## src/logic/acrc_params.svh

```systemverilog
`ifndef ACRC_PARAMS_SVH
`define ACRC_PARAMS_SVH
`define ACRC_DATA_W 16
`define ACRC_CONV_TIME_NS 500
`define ACRC_CLK_NS 100
`define ACRC_CONV_CYCLES ((`ACRC_CONV_TIME_NS + `ACRC_CLK_NS - 1) / `ACRC_CLK_NS)
`define ACRC_BURST_PAIRS 8
`define ACRC_OSR_DEPTH 16
`endif

```

## src/logic/acrc_pkg.sv

```systemverilog
package acrc_pkg;
    typedef enum logic [1:0] {
        ACRC_IDLE,
        ACRC_CONV,
        ACRC_LOAD
    } acrc_conv_state_t;
endpackage

```

## src/logic/acrc_ctrl.sv

```systemverilog
`timescale 1ns/10ps
`default_nettype none
`include "acrc_params.svh"
module acrc_ctrl #(
    parameter int DATA_W = `ACRC_DATA_W,
    parameter int CONV_CYCLES = `ACRC_CONV_CYCLES,
    parameter int BURST_PAIRS = `ACRC_BURST_PAIRS,
    parameter int FIFO_DEPTH = `ACRC_OSR_DEPTH
) (
    // clock and reset
    input wire logic clock,
    input wire logic reset_n,
    // mode straps
    input wire logic interface_select,
    input wire logic hw_mode,
    input wire logic write_burst,
    input wire logic [2:0] oversample_ratio_pins,
    // conversion control
    input wire logic convert_trigger,
    input wire logic [2:0] pair_select,
    output logic busy,
    // converter result source
    input wire logic [DATA_W-1:0] result_a,
    input wire logic [DATA_W-1:0] result_b,
    // host read pins
    input wire logic cs_n,
    input wire logic sclk_rd_n,
    // parallel bus
    input wire logic [DATA_W-1:0] parallel_bus_in,
    output logic [DATA_W-1:0] parallel_bus_out,
    output logic parallel_bus_oe,
    // serial outputs
    output logic serial_out_a,
    output logic serial_out_b,
    output logic serial_oe,
    // status
    output logic [2:0] pair_current,
    output logic burst_enabled,
    output logic serial_mode,
    output logic write_strobe,
    output logic [DATA_W-1:0] write_data
);
    // three-stage pin synchronisers
    logic [2:0] trig_s, cs_s, clk_s, wr_s;
    logic trig_rise, cs_fall, cs_low, clk_rise, rd_low, wr_rise;
    always_ff @(posedge clock) begin
        if (!reset_n) begin
            trig_s <= 3'h0;
            cs_s <= 3'h7;
            clk_s <= 3'h7;
            wr_s <= 3'h7;
        end else begin
            trig_s <= {trig_s[1:0], convert_trigger};
            cs_s <= {cs_s[1:0], cs_n};
            clk_s <= {clk_s[1:0], sclk_rd_n};
            wr_s <= {wr_s[1:0], write_burst};
        end
    end
    assign trig_rise = trig_s[1] && !trig_s[2];
    assign cs_fall = !cs_s[1] && cs_s[2];
    assign cs_low = !cs_s[2] && !cs_s[1];
    assign clk_rise = clk_s[1] && !clk_s[2];
    assign rd_low = !clk_s[2] && !clk_s[1];
    assign wr_rise = wr_s[1] && !wr_s[2];

    // straps caught on the first clock after reset release
    logic armed_reg, armed_next, ser_reg, ser_next, hw_reg, hw_next, burst_reg, burst_next;
    logic [2:0] osr_reg, osr_next;
    always_comb begin
        armed_next = 1'b1;
        ser_next = ser_reg;
        hw_next = hw_reg;
        burst_next = burst_reg;
        osr_next = osr_reg;
        if (!armed_reg) begin
            ser_next = interface_select;
            hw_next = hw_mode;
            burst_next = hw_mode && write_burst;
            osr_next = hw_mode ? oversample_ratio_pins : 3'h0;
        end
    end
    always_ff @(posedge clock) begin
        if (!reset_n) begin
            armed_reg <= 1'b0;
            ser_reg <= 1'b0;
            hw_reg <= 1'b0;
            burst_reg <= 1'b0;
            osr_reg <= 3'h0;
        end else begin
            armed_reg <= armed_next;
            ser_reg <= ser_next;
            hw_reg <= hw_next;
            burst_reg <= burst_next;
            osr_reg <= osr_next;
        end
    end
    assign burst_enabled = burst_reg;
    assign serial_mode = ser_reg;

    // software parallel write strobe
    logic wstb_reg, wstb_next;
    logic [DATA_W-1:0] wdat_reg, wdat_next;
    always_comb begin
        wstb_next = armed_reg && !hw_reg && !ser_reg && cs_low && wr_rise;
        wdat_next = wstb_next ? parallel_bus_in : wdat_reg;
    end
    always_ff @(posedge clock) begin
        if (!reset_n) begin
            wstb_reg <= 1'b0;
            wdat_reg <= '0;
        end else begin
            wstb_reg <= wstb_next;
            wdat_reg <= wdat_next;
        end
    end
    assign write_strobe = wstb_reg;
    assign write_data = wdat_reg;

    // conversion sequencer
    acrc_pkg::acrc_conv_state_t st_reg, st_next;
    logic [15:0] cnt_reg, cnt_next;
    logic [7:0] left_reg, left_next;
    logic [2:0] pair_reg, pair_next;
    logic fifo_in_ready, fifo_out_valid;
    logic [2*DATA_W-1:0] fifo_out_data;
    logic fifo_push, fifo_pop;
    logic [7:0] total;
    always_comb begin
        total = burst_reg ? 8'(BURST_PAIRS) : 8'h01;
        if (osr_reg != 3'h0) begin
            total = 8'(BURST_PAIRS) << osr_reg[1:0];
        end
    end
    always_comb begin
        st_next = st_reg;
        cnt_next = cnt_reg;
        left_next = left_reg;
        pair_next = pair_reg;
        fifo_push = 1'b0;
        case (st_reg)
            acrc_pkg::ACRC_IDLE: begin
                if (armed_reg && trig_rise) begin
                    st_next = acrc_pkg::ACRC_CONV;
                    cnt_next = 16'(CONV_CYCLES);
                    left_next = total;
                    pair_next = hw_reg ? pair_select : 3'h0;
                end
            end
            acrc_pkg::ACRC_CONV: begin
                if (cnt_reg > 16'h0001) begin
                    cnt_next = cnt_reg - 16'h0001;
                end else if (fifo_in_ready) begin
                    fifo_push = 1'b1;
                    if (left_reg == 8'h01) begin
                        st_next = acrc_pkg::ACRC_LOAD;
                    end else begin
                        left_next = left_reg - 8'h01;
                        cnt_next = 16'(CONV_CYCLES);
                        pair_next = pair_reg + 3'h1;
                    end
                end
            end
            acrc_pkg::ACRC_LOAD: begin
                st_next = acrc_pkg::ACRC_IDLE;
            end
            default: begin
                st_next = acrc_pkg::ACRC_IDLE;
            end
        endcase
    end
    always_ff @(posedge clock) begin
        if (!reset_n) begin
            st_reg <= acrc_pkg::ACRC_IDLE;
            cnt_reg <= 16'h0000;
            left_reg <= 8'h00;
            pair_reg <= 3'h0;
        end else begin
            st_reg <= st_next;
            cnt_reg <= cnt_next;
            left_reg <= left_next;
            pair_reg <= pair_next;
        end
    end
    assign busy = (st_reg == acrc_pkg::ACRC_CONV);
    assign pair_current = pair_reg;

    // result fifo
    acrc_fifo #(.WIDTH(2*DATA_W), .DEPTH(FIFO_DEPTH)) u_fifo (
        .clock(clock),
        .reset_n(reset_n),
        .in_valid(fifo_push),
        .in_ready(fifo_in_ready),
        .in_data({result_a, result_b}),
        .out_valid(fifo_out_valid),
        .out_ready(fifo_pop),
        .out_data(fifo_out_data)
    );

    // output registers and readout
    logic [DATA_W-1:0] sh_a_reg, sh_a_next, sh_b_reg, sh_b_next;
    logic pdrv_reg, pdrv_next, sdrv_reg, sdrv_next;
    logic [DATA_W-1:0] pout_reg, pout_next;
    logic [7:0] rd_cnt_reg, rd_cnt_next;
    logic rd_low_d;
    always_ff @(posedge clock) begin
        if (!reset_n) begin
            rd_low_d <= 1'b0;
        end else begin
            rd_low_d <= cs_low && rd_low;
        end
    end
    always_comb begin
        sh_a_next = sh_a_reg;
        sh_b_next = sh_b_reg;
        pout_next = pout_reg;
        rd_cnt_next = rd_cnt_reg;
        fifo_pop = 1'b0;
        pdrv_next = !ser_reg && cs_low && rd_low && !busy;
        sdrv_next = ser_reg && cs_low;
        if (ser_reg) begin
            if (cs_fall && fifo_out_valid && !busy) begin
                sh_a_next = fifo_out_data[2*DATA_W-1:DATA_W];
                sh_b_next = fifo_out_data[DATA_W-1:0];
                fifo_pop = 1'b1;
            end else if (cs_low && clk_rise) begin
                sh_a_next = {sh_a_reg[DATA_W-2:0], 1'b0};
                sh_b_next = {sh_b_reg[DATA_W-2:0], 1'b0};
            end
        end else if (pdrv_next && !rd_low_d && fifo_out_valid) begin
            pout_next = rd_cnt_reg[0] ? fifo_out_data[DATA_W-1:0] : fifo_out_data[2*DATA_W-1:DATA_W];
            fifo_pop = rd_cnt_reg[0];
            rd_cnt_next = rd_cnt_reg + 8'h01;
        end
    end
    always_ff @(posedge clock) begin
        if (!reset_n) begin
            sh_a_reg <= '0;
            sh_b_reg <= '0;
            pout_reg <= '0;
            rd_cnt_reg <= 8'h00;
            pdrv_reg <= 1'b0;
            sdrv_reg <= 1'b0;
        end else begin
            sh_a_reg <= sh_a_next;
            sh_b_reg <= sh_b_next;
            pout_reg <= pout_next;
            rd_cnt_reg <= rd_cnt_next;
            pdrv_reg <= pdrv_next;
            sdrv_reg <= sdrv_next;
        end
    end
    assign serial_out_a = sh_a_reg[DATA_W-1];
    assign serial_out_b = sh_b_reg[DATA_W-1];
    assign serial_oe = sdrv_reg;
    assign parallel_bus_out = pout_reg;
    assign parallel_bus_oe = pdrv_reg;

    // assertions
    property p_busy_rise;
        @(posedge clock) disable iff (!reset_n)
        (st_reg == acrc_pkg::ACRC_IDLE && armed_reg && trig_rise) |=> busy;
    endproperty
    a_busy_rise: assert property (p_busy_rise) else $error("busy did not rise after trigger");
    property p_ignore;
        @(posedge clock) disable iff (!reset_n)
        (busy && trig_rise && left_reg > 8'h01) |=> $stable(pair_reg) || (left_reg == $past(left_reg) - 8'h01);
    endproperty
    a_ignore: assert property (p_ignore) else $error("trigger during busy restarted");
    property p_single;
        @(posedge clock) disable iff (!reset_n)
        (!busy && $past(busy) && !burst_reg && osr_reg == 3'h0) |-> $past(left_reg) == 8'h01;
    endproperty
    a_single: assert property (p_single) else $error("more than one pair per trigger");
    property p_par_oe;
        @(posedge clock) disable iff (!reset_n)
        parallel_bus_oe |-> !ser_reg && !$past(cs_s[2]);
    endproperty
    a_par_oe: assert property (p_par_oe) else $error("bus driven outside select");
    property p_ser_oe;
        @(posedge clock) disable iff (!reset_n)
        serial_oe |-> ser_reg && !parallel_bus_oe;
    endproperty
    a_ser_oe: assert property (p_ser_oe) else $error("serial enable in wrong mode");
    property p_shift;
        @(posedge clock) disable iff (!reset_n)
        (ser_reg && cs_low && clk_rise && !cs_fall) |=> serial_out_a == $past(sh_a_reg[DATA_W-2]);
    endproperty
    a_shift: assert property (p_shift) else $error("serial shift wrong");
    property p_strap;
        @(posedge clock) disable iff (!reset_n)
        armed_reg && $past(armed_reg) |-> $stable(burst_reg) && $stable(ser_reg);
    endproperty
    a_strap: assert property (p_strap) else $error("strap changed without reset");
    property p_pair;
        @(posedge clock) disable iff (!reset_n)
        (st_reg == acrc_pkg::ACRC_IDLE && armed_reg && trig_rise && hw_reg) |=> pair_reg == $past(pair_select);
    endproperty
    a_pair: assert property (p_pair) else $error("pair select not taken");
    property p_wstb;
        @(posedge clock) disable iff (!reset_n)
        write_strobe |-> !hw_reg && !ser_reg;
    endproperty
    a_wstb: assert property (p_wstb) else $error("write strobe in hardware mode");
    property p_msb_a;
        @(posedge clock) disable iff (!reset_n)
        (ser_reg && cs_fall && fifo_out_valid && !busy) |=> serial_out_a == $past(fifo_out_data[2*DATA_W-1]);
    endproperty
    a_msb_a: assert property (p_msb_a) else $error("line a msb not shown at select");
    property p_msb_b;
        @(posedge clock) disable iff (!reset_n)
        (ser_reg && cs_fall && fifo_out_valid && !busy) |=> serial_out_b == $past(fifo_out_data[DATA_W-1]);
    endproperty
    a_msb_b: assert property (p_msb_b) else $error("line b msb not shown at select");
    property p_par_busy;
        @(posedge clock) disable iff (!reset_n)
        busy |=> !parallel_bus_oe;
    endproperty
    a_par_busy: assert property (p_par_busy) else $error("bus enabled during conversion");
    c_conv: cover property (@(posedge clock) disable iff (!reset_n) $fell(busy));
    c_burst: cover property (@(posedge clock) disable iff (!reset_n) $fell(busy) && burst_reg);
    c_write: cover property (@(posedge clock) disable iff (!reset_n) write_strobe);
    c_ser: cover property (@(posedge clock) disable iff (!reset_n) fifo_pop && ser_reg);
    c_par: cover property (@(posedge clock) disable iff (!reset_n) fifo_pop && !ser_reg);
endmodule
`default_nettype wire

```

## src/logic/acrc_fifo.sv

```systemverilog
`timescale 1ns/10ps
`default_nettype none
module acrc_fifo #(
    parameter int WIDTH = 16,
    parameter int DEPTH = 16
) (
    // clock and reset
    input wire logic clock,
    input wire logic reset_n,
    // write side
    input wire logic in_valid,
    output logic in_ready,
    input wire logic [WIDTH-1:0] in_data,
    // read side
    output logic out_valid,
    input wire logic out_ready,
    output logic [WIDTH-1:0] out_data
);
    localparam int AW = $clog2(DEPTH);
    logic [WIDTH-1:0] mem [DEPTH];
    logic [AW:0] wr_reg, wr_next, rd_reg, rd_next;
    logic full, empty;
    assign full = (wr_reg[AW] != rd_reg[AW]) && (wr_reg[AW-1:0] == rd_reg[AW-1:0]);
    assign empty = (wr_reg == rd_reg);
    assign in_ready = !full;
    assign out_valid = !empty;
    assign out_data = mem[rd_reg[AW-1:0]];
    always_comb begin
        wr_next = wr_reg;
        rd_next = rd_reg;
        if (in_valid && !full) begin
            wr_next = wr_reg + 1'b1;
        end
        if (out_ready && !empty) begin
            rd_next = rd_reg + 1'b1;
        end
    end
    always_ff @(posedge clock) begin
        if (!reset_n) begin
            wr_reg <= '0;
            rd_reg <= '0;
        end else begin
            wr_reg <= wr_next;
            rd_reg <= rd_next;
        end
        if (in_valid && !full) begin
            mem[wr_reg[AW-1:0]] <= in_data;
        end
    end
endmodule
`default_nettype wire

```

## config.mk

```make
export PLATFORM = sky130hd
export DESIGN_NAME = acrc_ctrl
export DESIGN_NICKNAME = d
export VERILOG_FILES = /design/src/logic/acrc_pkg.sv /design/src/logic/acrc_ctrl.sv /design/src/logic/acrc_fifo.sv
export VERILOG_INCLUDE_DIRS = /design/src /design/src/logic
export SDC_FILE = /design/constraint.sdc
export NUM_CORES = 1
export LEC_CHECK = 0
export BUFFER_PORTS_ARGS = -buffer_cell sky130_fd_sc_hd__buf_2
export CORE_MARGIN = 4
export CORE_UTILIZATION = 45
export DETAILED_ROUTE_END_ITERATION = 6
export PLACE_DENSITY = 0.64
export SLEW_MARGIN = 20
export SYNTH_ARGS = -nofsm -noshare
export SYNTH_HDL_FRONTEND = slang
export SYNTH_SLANG_ARGS = --single-unit
```

## constraint.sdc

```tcl
create_clock -name clock -period 5.5 [get_ports clock]
set_clock_uncertainty 0.2 [all_clocks]
set_input_delay 1.1 -clock clock [delete_from_list [all_inputs] [get_ports clock]]
set_output_delay 1.1 -clock clock [all_outputs]
set_load 0.03 [all_outputs]
```

==> summary.txt <==
Outcome
  • Status: finished, final reports clean

STA
  • Hold Vio Cnt, Final: 0
  • Min Hold Slack: 224.8 ps
  • Fin crit share: 0.6944
  • Slew Viols, Final: 0
  • RSZ-0062 raised after global routing: no
  • Worst slew pin tran: 1114 ps
  • Endpoints failing setup: 0
  • Fmax: 0.2618 GHz
  • Slew headroom: 0.2548
  • Final setup TNS: 0 ps
  • Minimum clock period: 3819 ps

Run
  • Max Cap Viol: 0

Floorplanning
  • Core Footprint: 55,090 µm²
  • Die width: 244.1 µm
  • DIE HEIGHT: 244.1 µm
  • IO Count: 105
  • Site Rows: 86
  • Initial Util: 0.4552
  • DIE AREA: 59,580 µm²

Yosys
  • Avg Inst Size Synth: 16.91 µm²
  • Synth area leader: edfxtp_1
  • Mapped Nets: 1,555
  • Ranking of synthesized cells by area: edfxtp_1 61%, dfxtp_1 10%, mux4_2 10%, mux2i_1 3.3%, nand2_1 1.6%
  • Primary FF master, synth: edfxtp_1
  • Yosys warns: 0
  • Synth Cell Area: 25,080 µm²
  • Synth top area share: 0.6130
  • Synthesized instance count: 1,483
  • Post-synth EDFFs: 512
  • Seq cells post-synth: 643
  • Seq/Total Area, Yosys: 0.7176
  • Post-synth ARST share: 0
  • Yosys cell types: 66

Clocking
  • Longest Clk Path Bufs: 3
  • CTS clk-pin slew, worst paths: 60 ps
  • Hold-fix buffers at CTS: 0
  • Worst skew pair latency: 590 ps
  • CTS Sinks: 643
  • H-tree depth: 3
  • Root Driver: clkbuf_16
  • Post-CTS Setup Bufs: 0
  • CTS Buf Count: 68
  • CTS resizes: 0
  • CTS tree: yes

Critical path
  • WP buf/inv: 1
  • Crit path max-delay family: simple AND/OR/NAND/NOR gates
  • Critical path class: reg -> reg
  • CP max stage cell: nor2_4
  • Crit Path Max Fanout: 22
  • Crit path capture type: flip-flop
  • CP Cell Sequence: xnor2_1 > and4_1 > a2111oi_4 > and2_2 > nand2_1 > nor2_4 > buf_4
  • CP startpoint kind: flip-flop
  • CP max stage delay: 810 ps
  • WP data required: 5590 ps
  • Worst Path Arrival: 3910 ps

Drt
  • Final WL: 58,740 µm
  • Via density: 5.721
  • Routed WL per cell: 24.39 µm
  • Via count: 13,780
  • Post-route ant nets: 0
  • 1st-iter DRT viols: 1,099
  • DR pass1 iterations: 5
  • Drt drc: 0

Final layout
  • Share of layout cells above drive strength 1: 0.2298
  • FF+latch area: 18,010 µm²
  • Commonest non-fill, non-tap cell in the layout: edfxtp_1
  • Max reg flops: 512
  • Area growth syn-to-layout: 14.67%
  • Fin area: 28,760 µm²
  • Non-filler cells, final: 2,408
  • Most frequent cells in the layout: 512 x edfxtp_1, 128 x dfxtp_1, 115 x mux4_2
  • Area of the multi-input gates: 6756 µm²
  • Post-layout util: 0.5220
  • Fillcell total: 4,476
  • Nets@finish: 1,684

Global route
  • Initial antenna violation count: 3
  • Grt ovf: 0
  • Global-route wire length before repair: 89,010 µm
  • GR Util All Layers: 0.1984
  • Largest net degree at the start of global routing: 68
  • Vias in the first global route: 13,950

Power and ir drop
  • Peak supply drop: 0.0002395 V
  • Power Dens Cells: 340.9 nW/µm²
  • Leakage power: 9.326 nW

Worst hold path
  • Min-delay worst type: reg -> reg

Placed design
  • PortBufs: 104
  • Routability Congestion: 0.8118
  • Post-Place Cells: 2,284
  • Dpl hpwl: 37,080 µm
  • Post-DP Area: 26,590 µm²
==> cell type report <==
cell class | instances | area share
Antenna cell | 2 | 0.0001740
Multi-Input combinational cell | 743 | 0.2349
Clock inverter | 28 | 0.006308
Timing Repair Buffer | 141 | 0.03372
Tap cell | 748 | 0.03254
Inverter | 15 | 0.001958
Clock buffer | 88 | 0.06430
Sequential cell | 643 | 0.6261
==> Yosys cell counts, drive strengths merged, types with 3 or more instances <==
master / count
mux4: 115
nor4: 6
inv: 14
buf: 39
nor2b: 3
nand3: 17
o31ai: 8
dfxtp: 131
a21o: 6
a21oi: 49
nand3b: 3
a22oi: 28
nand4b: 3
nand2: 104
ha: 10
a21boi: 4
o211ai: 3
nor3: 17
xnor2: 11
and3: 5
and2: 5
xor2: 4
or3: 15
nand2b: 16
mux2i: 82
a311oi: 11
nor2: 86
a221oi: 31
a221o: 3
a31oi: 11
o21ai: 51
or4: 8
nor3b: 3
edfxtp: 512
o22ai: 3
nand4: 8
clkbuf: 43
==> final timing paths <==
kind                                       from                           end  slack (ps)  depth (start not counted)
setup / recovery  u_fifo.wr_reg[2]$_SDFFE_PN0P_  u_fifo.mem[14][25]$_DFFE_PP_        1680                          7
hold / removal               cs_s[0]$_SDFF_PN1_            cs_s[1]$_SDFF_PN1_         220                          1
setup reg to reg  u_fifo.wr_reg[2]$_SDFFE_PN0P_  u_fifo.mem[14][25]$_DFFE_PP_        1680                          7
hold reg to reg              cs_s[0]$_SDFF_PN1_            cs_s[1]$_SDFF_PN1_         220                          1
==> power breakdown <==
part	leakage [nW]	switching [mW]	internal, mW
clock	0.990	1.80	2.42
sequential	5.66	0.0221	5.27
combinational	2.67	0.205	0.0904
total	9.33	2.03	7.77
==> kinds of logic (layout without fill, tap and decap cells) <==
| kind of cell | count (synthesis) | in the layout | synth area share |
|---|---|---|---|
| xor gates and xnor gates | 15 | 15 | 0.005238 |
| adders and majority gates | 10 | 10 | 0.004989 |
| AOI/OAI and AO/OA | 219 | 219 | 0.06032 |
| DFF | 643 | 643 | 0.7176 |
| other | 0 | 2 | 0 |
| buffers and inverters | 97 | 272 | 0.01801 |
| and+or+nand+nor | 302 | 302 | 0.05787 |
| muxes | 197 | 197 | 0.1360 |
==> layer usage <==
metal | vias to the layer above | share of wire | global-route usage
li1 | 6146 | - | -
met1 | 7149 | 0.42 | 0.2690
met2 | 379 | 0.49 | 0.3232
met3 | 99 | 0.064 | 0.04397
met4 | 4 | 0.032 | 0.06295
met5 | - | 0.00034 | 0
==> worst register-to-register path, cell delays in order, from the launching register on <==
cell and delay, ps:
dfxtp_1 590, xnor2_1 160, and4_1 320, a2111oi_4 510, and2_2 320, nand2_1 240
nor2_4 810, buf_4 370
==> per-stage QoR <==
step	setup slack, ps	power [mW]
6_report	1681	9.804
5_1_grt	1451	10.16
4_1_cts	1711	9.900
3_5_place_dp	1698	5.687
3_3_place_gp	1814	5.678
2_1_floorplan	832.7	5.555
Power figures use the tool's default switching activity.
